==> src/common/rff_pkg.sv <==
/*
  Package for the regulator fault flag bank: register offsets, flag bit
  positions, filter timing and the packed monitor carrier.
  Assumes a 250 MHz core clock and a 32-bit Avalon-MM register bus.
*/
`default_nettype none
package rff_pkg;
  // Flag bit positions inside the flag word
  localparam int FLAG_W              = 12;
  localparam int B_AUX_RAIL_LOW      = 0;
  localparam int B_AUX_RAIL_OC       = 1;
  localparam int B_XCVR_RAIL_OT      = 2;
  localparam int B_XCVR_RAIL_UV      = 3;
  localparam int B_XCVR_RAIL_OC      = 4;
  localparam int B_SENSE_INPUT_LOW   = 5;
  localparam int B_SUPPLY_UV         = 6;
  localparam int B_MAIN_OC_RUN       = 7;
  localparam int B_MAIN_OC_SLEEP_ON  = 8;
  localparam int B_MAIN_THERMAL_OFF  = 9;
  localparam int B_SHORT_RESET_PULSE = 10;
  localparam int B_BATTERY_FAIL      = 11;

  // Register byte offsets
  localparam logic [3:0] OFS_FLAGS   = 4'h0;
  localparam logic [3:0] OFS_STATUS  = 4'h4;
  localparam logic [3:0] OFS_IRQ_CLR = 4'h8;
  localparam logic [3:0] OFS_IRQ_EN  = 4'hC;

  // Reset values
  localparam logic [FLAG_W-1:0] FLAGS_RST  = 12'h000;
  localparam logic [FLAG_W-1:0] IRQ_EN_RST = 12'h000;

  // Filter and pulse timing
  localparam int CLK_MHZ         = 250;
  localparam int FILTER_US       = 100;
  localparam int FILTER_CYCLES   = FILTER_US * CLK_MHZ;
  localparam int RST_PULSE_MS    = 100;
  localparam int RST_PULSE_CYCLES = RST_PULSE_MS * 1000 * CLK_MHZ;

  // Raw monitor conditions, one bit per flag
  typedef struct packed {
    logic battery_fail;
    logic reset_pin_low;
    logic main_thermal_off;
    logic main_oc_sleep_on;
    logic main_oc_run;
    logic supply_uv;
    logic sense_input_low;
    logic xcvr_rail_oc;
    logic xcvr_rail_uv;
    logic xcvr_rail_ot;
    logic aux_rail_oc;
    logic aux_rail_low;
  } rff_mon_t;
endpackage
`default_nettype wire

==> src/logic/rff_top.sv <==
/*
  Latched fault flags for the supply monitors, read over Avalon-MM.
  Monitor inputs come from analog comparators outside the clock domain and
  are synchronised here. Mode inputs come from logic on the same clock.
*/
// Functional notes
// - Aux low flag after 100 us filter
// - Aux overcurrent flag after 100 us filter
// - Transceiver rail overtemp flag while sensor hot
// - Transceiver rail undervoltage after 100 us
// - Transceiver rail overcurrent after 100 us
// - Sense input low after 100 us
// - Supply undervoltage after 100 us
// - Main rail overcurrent in run mode, 100 us
// - Sleep-on overcurrent flag, 100 us, separate
// - Thermal-off flag while main rail shut down
// - Reset pin low shorter than 100 ms flagged
// - Battery fail flag below threshold
`default_nettype none
module rff_top #(
  parameter int FILTER_CYCLES    = rff_pkg::FILTER_CYCLES,
  parameter int RST_PULSE_CYCLES = rff_pkg::RST_PULSE_CYCLES
) (
  input  wire logic                      CLK,
  input  wire logic                      RST_B,
  input  wire logic                      CE,
  input  wire rff_pkg::rff_mon_t         MON,
  input  wire logic                      RUN_MODE,
  input  wire logic                      LOW_POWER_MAIN_RAIL_ON,
  input  wire logic [3:0]                AVS_ADDRESS,
  input  wire logic                      AVS_READ,
  input  wire logic                      AVS_WRITE,
  input  wire logic [31:0]               AVS_WRITEDATA,
  input  wire logic [3:0]                AVS_BYTEENABLE,
  output logic      [31:0]               AVS_READDATA,
  output logic                           AVS_WAITREQUEST,
  output logic                           IRQ
);
  localparam int FW = rff_pkg::FLAG_W;
  localparam int CW = 32;

  // Elaboration check: both counters are CW bits wide and must reach their limit
  if (FILTER_CYCLES < 1 || FILTER_CYCLES > 2**30 ||
      RST_PULSE_CYCLES < 2 || RST_PULSE_CYCLES > 2**30)
  begin : g_bad_timing
    $error("rff_top: timing parameters out of range");
  end

  // Saturating count of a level; any drop of the level restarts it from zero
  function automatic logic [CW-1:0] sat_inc(input logic          level,
                                            input logic [CW-1:0] cnt,
                                            input logic [CW-1:0] lim);
    if (!level)
      return '0;
    else if (cnt < lim)
      return cnt + 1'b1;
    else
      return cnt;
  endfunction

  // Three-stage synchronisers; stage 1 feeds only stage 2
  logic [FW-1:0] s1_reg;
  logic [FW-1:0] s2_reg;
  logic [FW-1:0] s3_reg;
  logic [FW-1:0] mon_reg;
  wire  [FW-1:0] mon_next;
  always_ff @(posedge CLK or negedge RST_B)
  begin
    if (!RST_B)
    begin
      s1_reg  <= '0;
      s2_reg  <= '0;
      s3_reg  <= '0;
      mon_reg <= '0;
    end
    else if (CE)
    begin
      s1_reg  <= MON;
      s2_reg  <= s1_reg;
      s3_reg  <= s2_reg;
      mon_reg <= mon_next;
    end
  end

  // A change is accepted once stages 2 and 3 agree
  genvar g;
  generate
    for (g = 0; g < FW; g++)
    begin : g_agree
      assign mon_next[g] = (s2_reg[g] == s3_reg[g]) ? s3_reg[g] : mon_reg[g];
    end
  endgenerate

  // Qualified raw conditions; the two main-rail overcurrent flags depend on mode
  logic [FW-1:0] cond;
  always_comb
  begin
    cond = mon_reg;
    cond[rff_pkg::B_MAIN_OC_RUN]      = mon_reg[rff_pkg::B_MAIN_OC_RUN] & RUN_MODE;
    cond[rff_pkg::B_MAIN_OC_SLEEP_ON] = mon_reg[rff_pkg::B_MAIN_OC_SLEEP_ON]
                                        & LOW_POWER_MAIN_RAIL_ON;
  end

  // Flags with a persistence filter; the others set directly, except the reset-pulse flag
  localparam logic [FW-1:0] FILTERED = 12'h1FB;

  logic [CW-1:0] filt_cnt_reg [FW];
  wire  [CW-1:0] filt_cnt_next [FW];
  wire  [FW-1:0] set_ev;
  generate
    for (g = 0; g < FW; g++)
    begin : g_filt
      if (FILTERED[g])
      begin : g_f
        // Counter restarts whenever the condition drops out
        assign filt_cnt_next[g] = sat_inc(cond[g], filt_cnt_reg[g],
                                          CW'(FILTER_CYCLES));
        // Set after the condition has held for the full filter time
        assign set_ev[g] = cond[g] && (filt_cnt_reg[g] >= CW'(FILTER_CYCLES) - 1);
      end
      else
      begin : g_d
        assign filt_cnt_next[g] = '0;
        if (g != rff_pkg::B_SHORT_RESET_PULSE)
        begin : g_lvl
          assign set_ev[g] = cond[g];
        end
      end
    end
  endgenerate

  // All persistence counters in one bank, so each has a single writer
  always_ff @(posedge CLK or negedge RST_B)
  begin
    if (!RST_B)
      filt_cnt_reg <= '{default: '0};
    else if (CE)
      filt_cnt_reg <= filt_cnt_next;
  end

  // Reset-pin pulse width: flag a low pulse that ends before 100 ms.
  // Trade-off: the flag is set when the pulse ends, so a pulse that is still
  // low is not yet classified.
  logic [CW-1:0] pulse_cnt_reg;
  logic          pin_low_d_reg;
  wire           pin_low   = cond[rff_pkg::B_SHORT_RESET_PULSE];
  wire           pulse_end = pin_low_d_reg && !pin_low;
  assign set_ev[rff_pkg::B_SHORT_RESET_PULSE] =
    pulse_end && (pulse_cnt_reg < CW'(RST_PULSE_CYCLES));
  always_ff @(posedge CLK or negedge RST_B)
  begin
    if (!RST_B)
    begin
      pulse_cnt_reg <= '0;
      pin_low_d_reg <= 1'b0;
    end
    else if (CE)
    begin
      pin_low_d_reg <= pin_low;
      pulse_cnt_reg <= sat_inc(pin_low, pulse_cnt_reg, CW'(RST_PULSE_CYCLES));
    end
  end

  // Bus handshake. A read waits one cycle so that its data leaves a flip-flop;
  // writes answer at once. Nothing is taken while the clock enable is low.
  logic        rd_ack_reg;
  logic [31:0] rdata_reg;
  wire         rd_take = AVS_READ && !rd_ack_reg;
  assign AVS_WAITREQUEST = !CE || rd_take;
  wire         bus_go   = !AVS_WAITREQUEST;
  wire         rd_flags = AVS_READ && bus_go && (AVS_ADDRESS == rff_pkg::OFS_FLAGS);
  wire         wr_clr   = AVS_WRITE && bus_go && (AVS_ADDRESS == rff_pkg::OFS_IRQ_CLR);
  wire         wr_en    = AVS_WRITE && bus_go && (AVS_ADDRESS == rff_pkg::OFS_IRQ_EN);

  // Latched flags: set wins; a read clears only bits whose fault has ended
  logic [FW-1:0] flags_reg;
  logic [FW-1:0] flags_next;
  logic [FW-1:0] clr_mask;
  // Only bits the host was shown may clear: a flag set during the read's
  // wait cycle survives until the next read
  assign clr_mask   = rd_flags ? (~cond & rdata_reg[FW-1:0]) : '0;
  assign flags_next = set_ev | (flags_reg & ~clr_mask);

  // Interrupt status records each new flag rising; cleared by write-one
  logic [FW-1:0] status_reg;
  logic [FW-1:0] irq_en_reg;
  logic [FW-1:0] rise;
  logic [FW-1:0] status_next;
  logic [FW-1:0] wr_clr_bits;
  assign rise        = set_ev & ~flags_reg;
  assign wr_clr_bits = wr_clr ? AVS_WRITEDATA[FW-1:0] : '0;
  assign status_next = rise | (status_reg & ~wr_clr_bits);
  assign IRQ         = |(status_reg & irq_en_reg);

  always_ff @(posedge CLK or negedge RST_B)
  begin
    if (!RST_B)
    begin
      flags_reg  <= rff_pkg::FLAGS_RST;
      status_reg <= '0;
      irq_en_reg <= rff_pkg::IRQ_EN_RST;
    end
    else if (CE)
    begin
      flags_reg  <= flags_next;
      status_reg <= status_next;
      if (wr_en && AVS_BYTEENABLE[0])
        irq_en_reg[7:0] <= AVS_WRITEDATA[7:0];
      if (wr_en && AVS_BYTEENABLE[1])
        irq_en_reg[FW-1:8] <= AVS_WRITEDATA[FW-1:8];
    end
  end

  // Read data: flags show state before the read's own clear
  logic [31:0] rdata;
  always_comb
  begin
    rdata = '0;
    case (AVS_ADDRESS)
      rff_pkg::OFS_FLAGS:  rdata[FW-1:0] = flags_reg;
      rff_pkg::OFS_STATUS: rdata[FW-1:0] = status_reg;
      rff_pkg::OFS_IRQ_EN: rdata[FW-1:0] = irq_en_reg;
      default:             rdata = '0;
    endcase
  end

  // Read data register: loaded in the waited cycle, shown in the answering one
  always_ff @(posedge CLK or negedge RST_B)
  begin
    if (!RST_B)
    begin
      rd_ack_reg <= 1'b0;
      rdata_reg  <= '0;
    end
    else if (CE)
    begin
      rd_ack_reg <= rd_take;
      rdata_reg  <= rd_take ? rdata : '0;
    end
  end
  assign AVS_READDATA = rdata_reg;
endmodule // rff_top
`default_nettype wire

==> config.mk <==
export PLATFORM = sky130hd
export DESIGN_NAME = rff_top
export DESIGN_NICKNAME = d
export VERILOG_FILES = /design/src/common/rff_pkg.sv /design/src/logic/rff_top.sv
export SDC_FILE = /design/constraint.sdc
export NUM_CORES = 1
export LEC_CHECK = 0
export BUFFER_PORTS_ARGS = -buffer_cell sky130_fd_sc_hd__buf_4
export CORE_ASPECT_RATIO = 0.7
export CORE_MARGIN = 10
export CORE_UTILIZATION = 55
export DETAILED_ROUTE_END_ITERATION = 6
export GPL_TIMING_DRIVEN = 1
export PLACE_DENSITY_LB_ADDON = 0.08
export SLEW_MARGIN = 10
export SYNTH_ARGS = -nofsm -noshare
export SYNTH_HDL_FRONTEND = slang
export SYNTH_SLANG_ARGS = --single-unit
export TNS_END_PERCENT = 5
==> constraint.sdc <==
create_clock -name CLK -period 2.85 [get_ports CLK]
set_input_delay 0.57 -clock CLK [delete_from_list [all_inputs] [get_ports CLK]]
set_output_delay 0.57 -clock CLK [all_outputs]
set_load 0.03 [all_outputs]
Word level (Yosys, flattened, before mapping). Cells that the tools add are included.

Add/sub/neg operators: 9. Order comparisons: 17. Equal/unequal tests: 24. Multiplexer cells: 22. Bitwise logic cells: 13. Reductions and logical operators: 48.

Operator list (count): 32-bit two-way mux (18); 32-bit by 1-bit adder with 32-bit output (second input constant) (9); 32-bit by 15-bit >= comparator with 1-bit output (second input constant) (8); 32-bit by 15-bit < comparator with 1-bit output (second input constant) (8); 12-bit bitwise AND (5); 12-bit inverter (4); 2-bit AND reduction (23); 12-bit two-way mux (3); 12-bit case mux with 3 select lines (1); 32-bit by 25-bit < comparator with 1-bit output (second input constant) (1); 12-bit OR (2); 1-bit logical AND (18); 2-bit by 1-bit inequality test with 1-bit output (second input constant) (9); 1-bit equality test (12); 12-bit OR reduction (1); 4-bit equality test (second input constant) (2); 4-bit by 3-bit equality test with 1-bit output (second input constant) (1); 1-bit zero test (4); 4-bit zero test (1); 1-bit bitwise AND (2); 1-bit logical OR (1).

Register bits: 406. Bits of input ports: 59. Output and inout port bits: 34. Logic and storage cells: 164.

Logic depth before layout (Yosys ltp). Gate-level depths: netlist of run 1.

Depth after elaboration: 10. Mapped depth: 8. Mapped depth without buffers: 7.

Worst setup path after synthesis of run 1. OpenSTA, ideal clock, no wires.

Kind: in2out. From: in CE. To: out AVS_WAITREQUEST. Data arrival time: 1921 ps. Required time: 2280 ps. Setup slack: 359 ps. Stages on the path: 5. Buffers on the path: 4. Path through: clkbuf_1 clkbuf_1 clkbuf_1 buf_1 nand2_1.

Cells in the longest elaborated chain, start to end: 2.

Ends and longest elaborated chain: start: declaration (line rff_top.sv:26) `input wire logic CE,`; 1-bit zero test (line rff_top.sv:169) `assign AVS_WAITREQUEST = !CE || rd_take;`; 1-bit logical OR (line rff_top.sv:169); end: declaration (line rff_top.sv:36) `output logic AVS_WAITREQUEST,`.

Every way passes these cells.

Final worst setup path of run 1.
From: reg filt_cnt_reg[332] (netlist name). To: reg filt_cnt_reg[332] (netlist name).

Cells in the longest elaborated chain, start to end: 3. Elaborated cells between the ends (all ways): 6. Classes of those cells: add/sub (1); order compare (1); eq/ne (1); mux (2); reduce/logical (1).

Ends and longest elaborated chain: start: declaration (line rff_top.sv:107) `logic [CW-1:0] filt_cnt_reg [FW];`; start signal: assignment (line rff_top.sv:138) `filt_cnt_reg <= filt_cnt_next;`; 32-bit by 1-bit adder with 32-bit output or 32-bit by 15-bit < comparator with 1-bit output (tied branches) (line rff_top.sv:56, rff_top.sv:55); 32-bit two-way mux or 2-bit by 1-bit inequality test with 1-bit output (tied branches); 32-bit two-way mux or 2-bit AND reduction (tied branches).

Parallel ways exist; a longest one is shown, timed or not. The select of a mux whose other input is x is not followed. A chain may end at the register's enable or synchronous reset.

==> results of run 1 <==
final cells by class:
| cell class | count | area (sq um) | share of cell area |
|---|---|---|---|
| multi-input cells | 1262 | 7450 | 0.374 |
| inverters | 34 | 128 | 0.00641 |
| repair buffers | 98 | 808 | 0.0406 |
| flip-flops and latches | 386 | 9660 | 0.485 |
| clock inverters | 21 | 234 | 0.0117 |
| well taps | 420 | 526 | 0.0264 |
| clock buffers | 50 | 1110 | 0.0557 |
layer usage:
metal / vias up / track usage
met2: 281 / 0.298
met3: 54 / 0.0297
met1: 6488 / 0.295
met5: - / 0
met4: 0 / 0.0495
li1: 6365 / -
cell families after synthesis:
family	Yosys count
AND/OR/NAND/NOR	801
flip-flops	386
AO/OA/AOI/OAI	334
buffers and inverters	118
multiplexers	58
XOR/XNOR	40
adder cells (fa/ha/maj)	9
other	1
worst max-delay path, delay by kind of cell, from the launching register on:
family / cells / cell delay (ns)
AND/OR/NAND/NOR: 3 / 1.14
flip-flops: 1 / 0.40
AO/OA/AOI/OAI: 3 / 1.05
metrics by stage:
step                setup slack [ns]  std cells  utilization  area, sq um  hold WS [ns]
floorplan                      0.359       1766            -        17600         0.274
global placement               0.301       2199        0.593        18600         0.457
detailed placement             0.212       2199        0.593        18600         0.463
CTS                            0.197       2271        0.637        19900         0.238
global route                  0.0595       2271        0.637        19900         0.254
finish                         0.197       2271        0.637        19900         0.260
timing repair:
action | CTS | global route
setup endpoints to repair | 0 | 0
hold buffers | 1 | 0
endpoints found under the hold margin | 47 | 0
resized for setup | 0 | 0
final timing paths:
check                      slack, ns                             to  cells after the start                           from
hold / removal                  0.26          s1_reg[6]$_DFFE_PN0P_                      2                         MON[6]
setup / recovery                0.20  filt_cnt_reg[332]$_DFFE_PN0P_                      6  filt_cnt_reg[332]$_DFFE_PN0P_
max in group asynchronous       1.44  filt_cnt_reg[156]$_DFFE_PN0P_                      3                          RST_B
hold reg to reg                 0.47  filt_cnt_reg[282]$_DFFE_PN0P_                      1  filt_cnt_reg[282]$_DFFE_PN0P_
setup reg to reg                0.20  filt_cnt_reg[332]$_DFFE_PN0P_                      6  filt_cnt_reg[332]$_DFFE_PN0P_
min in group asynchronous       0.56  filt_cnt_reg[242]$_DFFE_PN0P_                      2                          RST_B
cells in the final DEF (no fill, tap or decap), types with 12 or more instances in the layout:
cell | netlist | layout
a21oi_1 | 70 | 70
a31oi_1 | 12 | 12
and2_1 | 152 | 152
and3_1 | 26 | 26
buf_4 | 20 | 91
clkbuf_16 | 0 | 41
conb_1 | 1 | 20
dfrtp_1 | 386 | 386
inv_1 | 33 | 32
mux2_2 | 39 | 39
mux2i_1 | 19 | 19
nand2_1 | 195 | 195
nand2b_1 | 14 | 14
nand3_1 | 89 | 89
nand4_1 | 50 | 50
nor2_1 | 117 | 117
nor3_1 | 38 | 38
nor4_1 | 39 | 39
o21ai_0 | 118 | 118
o21ai_1 | 14 | 14
o2bb2ai_1 | 14 | 14
o31ai_1 | 29 | 29
or3_1 | 24 | 24
or4_1 | 21 | 21
xnor2_1 | 15 | 15
xor2_1 | 25 | 25
power groups by stage:
| stage | Clock (mW) | Combinational (mW) | Sequential [mW] |
|---|---|---|---|
| 6_report | 5.33 | 1.47 | 6.24 |
| 5_1_grt | 5.69 | 1.69 | 6.30 |
| 4_1_cts | 5.46 | 1.49 | 6.23 |
| 3_5_place_dp | 0 | 1.49 | 6.32 |
| 3_3_place_gp | 0 | 1.44 | 6.31 |
| 2_1_floorplan | 0 | 1.06 | 6.17 |
==> impl_metrics.json, run 1 <==
{
  "antenna_found_initial": 0,
  "diodes": 0,
  "seq_area_frac_synth": 0.550,
  "die_area_sq_um": 39600,
  "drt-initial-drc-count": 1175,
  "setup_viol": 0,
  "path_cells": "or4_1 > a2111o_1 > o31ai_4 > nand4_1 > or3_1 > a21oi_1",
  "comb_power_share": 0.113,
  "fp.coreArea_sq_um": 31300,
  "yosys.area_share.simple": 0.237,
  "rows": 54,
  "cts_sinks": 386,
  "grt_pass1_vias": 12700,
  "irDropWorstVdd_v": 0.000449,
  "place_hpwl_microns": 26200,
  "wl_met1_microns": 19000,
  "synthMuxAreaShare": 0.0359,
  "cts_buffer_depth": 3,
  "top_layer": "met4",
  "synth.distinct_cells": 66,
  "routed-wl-met2_microns": 17100,
  "num-nets-final": 1889,
  "critPathCaptureType": "flip-flop",
  "track_usage": 0.198,
  "p_int_mw": 9.53,
  "swShare": 0.269,
  "initial_core_util": 0.561,
  "synth_xor_area_frac": 0.0200,
  "yosysMostFrequentCell": "dfrtp_1",
  "synth-main-ff-cell": "dfrtp_1",
  "vias_per_cell": 5.81,
  "timing.final.crit_share": 0.931,
  "portBuffers": 50,
  "grt_start_max_net_pins": 88,
  "slew_violations": 0,
  "synth-seq-cells": 386,
  "netlist_instances": 1747,
  "seq_power_share": 0.478,
  "max_freq_mhz": 377,
  "synth_area_sq_um": 17600,
  "cts_root_buf": "clkbuf_16",
  "synth_warnings": 0,
  "p_total_mw": 13.0,
  "synthTopCellsByArea": "dfrtp_1 (55%), and2_1 (5.4%), nand2_1 (4.2%)",
  "fin_skew_ns": 0.0203,
  "cap_violations": 0,
  "power_leakage_nw": 9.13,
  "synth_adder_area_share": 0.00642,
  "min_path_type": "input port to flip-flop",
  "largest_reg_flops": 256,
  "cp_slowest_cell": "or4_1",
  "wl_per_cell_microns": 16.9,
  "status": "finished, final reports clean",
  "crit_type": "flip-flop to flip-flop",
  "syn_to_final_growth_pct": 13.5,
  "drc": 0,
  "cp_max_fo": 9,
  "setup_tns_ns": 0,
  "place_congestion": 0.865,
  "synth_edf_count": 0,
  "vias": 13200,
  "cts_setup_buffers": 0,
  "yosysTopAreaCellShare": 0.550,
  "grt_pass1_wl_microns": 65400,
  "rsz0062_at_grt": "false",
  "cts_buffers": 39,
  "synthArstFlopShare": 1.00,
  "cts_max_level": 2,
  "die_y_microns": 169,
  "arrival_ns": 3.12,
  "clk_latency_ns": 0.54,
  "fillCellCount": 2552,
  "synth_top_family_by_area": "simple AND/OR/NAND/NOR gates",
  "dieWidth_microns": 234,
  "switching_power_mw": 3.50,
  "hold_violations": 0,
  "required_ns": 3.32,
  "cts_tree": "done",
  "drtPass1Iterations": 5,
  "slowest_delay_ns": 0.59,
  "antenna_left": 0,
  "io_pins": 93,
  "drive_gt1_frac": 0.120,
  "power_density_nw_per_um2": 654,
  "synth_commonest_cells": "dfrtp_1 (386), nand2_1 (195), and2_1 (152), o21ai_0 (118), nor2_1 (117)",
  "tightest_slew_ns": 1.20,
  "wl_microns": 38400,
  "p_clk_frac": 0.409,
  "synth_compound_area_frac": 0.121,
  "syn_area_per_cell_sq_um": 10.0,
  "synth_top_cell_by_area": "dfrtp_1",
  "wl_met3_microns": 1610,
  "overflow": 0,
  "cts.reportedPaths.clkPinSlew_ns": 0.07,
  "fin_crit_ns": 2.65,
  "start_kind": "flip-flop",
  "relSlewSlack": 0.202
}
(Power assumes the default switching activity.)
==> run 2, diff against run 1 <==
--- a/config.mk
+++ b/config.mk
@@ -5,11 +5,11 @@
 export SDC_FILE = /design/constraint.sdc
 export NUM_CORES = 1
 export LEC_CHECK = 0
-export BUFFER_PORTS_ARGS = -buffer_cell sky130_fd_sc_hd__buf_4
 export CORE_ASPECT_RATIO = 0.7
 export CORE_MARGIN = 10
 export CORE_UTILIZATION = 55
 export DETAILED_ROUTE_END_ITERATION = 6
+export DONT_BUFFER_PORTS = 1
 export GPL_TIMING_DRIVEN = 1
 export PLACE_DENSITY_LB_ADDON = 0.08
 export SLEW_MARGIN = 10
==> run 2 against run 1 <==
Compared with the run above: the flow now finishes with violations (negative hold slack); sequential power hardly changed; register-to-register slack hardly changed; first-iteration DRC count is 6.5% lower; global-route usage is 0.31 points lower; clock power is 2% higher; cell count is 3.1% lower; clock skew is 0.0060 ns lower; setup slack better by 0.012 ns; clock-buffer cell count is 7 higher; critical path type unchanged.
==> impl_metrics.json, run 2 (same netlist as run 1, synthesis figures left out) <==
{
  "drc": 0,
  "die_y_microns": 169,
  "setup_viol": 0,
  "die_area_sq_um": 39600,
  "wl_per_cell_microns": 17.2,
  "antenna_found_initial": 0,
  "vias_per_cell": 5.83,
  "setup_tns_ns": 0,
  "place_hpwl_microns": 24500,
  "fin_crit_ns": 2.64,
  "instances_no_fill": 2201,
  "fin_skew_ns": 0.0143,
  "slew_violations": 0,
  "vias": 12800,
  "cts_root_buf": "clkbuf_16",
  "grt_pass1_wl_microns": 64200,
  "violations": "negative hold slack",
  "arrival_ns": 3.11,
  "overflow": 0,
  "start_kind": "flip-flop",
  "io_pins": 93,
  "cts_sinks": 386,
  "cts_max_level": 2,
  "rows": 54,
  "cts_tree": "done",
  "fp.coreArea_sq_um": 31300,
  "cp_max_fo": 6,
  "clk_latency_ns": 0.54,
  "place_congestion": 0.867,
  "grt_start_max_net_pins": 387,
  "rsz0062_at_grt": "false",
  "syn_to_final_growth_pct": 10.4,
  "antenna_left": 0,
  "hold_violations": 386,
  "timing.final.crit_share": 0.927,
  "whs_ns": -0.259,
  "tightest_slew_ns": 1.03,
  "irDropWorstVdd_v": 0.000478,
  "relSlewSlack": 0.311,
  "diodes": 0,
  "largest_reg_flops": 256,
  "p_total_mw": 12.9,
  "power_leakage_nw": 8.79,
  "finalInstanceArea_sq_um": 19400,
  "setup_ws_ns": 0.209,
  "max_freq_mhz": 379,
  "num-nets-final": 1820,
  "portBuffers": 0,
  "placed_cells": 2132,
  "initial_core_util": 0.561,
  "dpl_cell_area_sq_um": 18000,
  "utilization": 0.619,
  "place_ws_ns": 0.217,
  "critPathCaptureType": "flip-flop",
  "drive_gt1_frac": 0.0870,
  "cts_buffers": 38,
  "drtPass1Iterations": 6,
  "layout_common_cells": "dfrtp_1 (386), nand2_1 (195), and2_1 (152)",
  "cts_setup_buffers": 0,
  "status": "complete, but fails checks",
  "crit_type": "flip-flop to flip-flop",
  "drt-initial-drc-count": 1099,
  "cts.reportedPaths.clkPinSlew_ns": 0.06,
  "grt_pass1_vias": 12300,
  "track_usage": 0.195,
  "required_ns": 3.32,
  "min_path_type": "input port to asynchronous set/reset pin",
  "cap_violations": 0,
  "layout_commonest_cell": "dfrtp_1",
  "wl_microns": 38000,
  "cts_buffer_depth": 3,
  "dieWidth_microns": 234,
  "power_density_nw_per_um2": 666
}
-- run 2: per-layer routing --
layer	routed length (microns)	track usage	up-vias
met2	16600	0.286	250
met1	18900	0.292	6300
li1	-	-	6240
met5	0	0	-
met4	817	0.0543	0
met3	1630	0.0322	47
-- run 2: final timing paths --
kind,start,to,slack [ns],cells past startpoint
hold / removal,RST_B,filt_cnt_reg[195]$_DFFE_PN0P_,-0.26,0
min in group CLK,AVS_WRITEDATA[9],irq_en_reg[9]$_DFFE_PN0P_,0.18,1
max in group asynchronous,RST_B,filt_cnt_reg[374]$_DFFE_PN0P_,2.44,0
setup reg to reg,filt_cnt_reg[106]$_DFFE_PN0P_,filt_cnt_reg[108]$_DFFE_PN0P_,0.21,6
hold reg to reg,filt_cnt_reg[282]$_DFFE_PN0P_,filt_cnt_reg[282]$_DFFE_PN0P_,0.48,1
setup / recovery,filt_cnt_reg[106]$_DFFE_PN0P_,filt_cnt_reg[108]$_DFFE_PN0P_,0.21,6
-- run 2: critical path, stage by stage (launching register included) --
cell and delay, ns:
dfrtp_1 0.42, nor4_1 0.33, o211ai_1 0.21, o311ai_1 0.58, nand4_1 0.38, or4_1 0.57
nand2_1 0.08
-- run 2: cell type report --
class / instances / area, sq um
Clock inverter: 12 / 178
Inverter: 34 / 128
Sequential cell: 386 / 9660
Timing Repair Buffer: 30 / 225
Multi-Input combinational cell: 1262 / 7470
Fill cell: 2562 / 11900
Clock buffer: 57 / 1190
Tap cell: 420 / 526
-- run 2: power breakdown --
| part | switching, mW | total, mW | internal (mW) |
|---|---|---|---|
| Sequential | 0.411 | 6.23 | 5.82 |
| Clock | 2.15 | 5.41 | 3.26 |
| Combinational | 0.763 | 1.25 | 0.491 |
-- run 2: what timing repair did --
action / 4_1_cts / 5_1_grt
gates resized for setup: 0 / 2
endpoints found under the setup margin: 0 / 6
endpoints found under the hold margin: 386 / 386
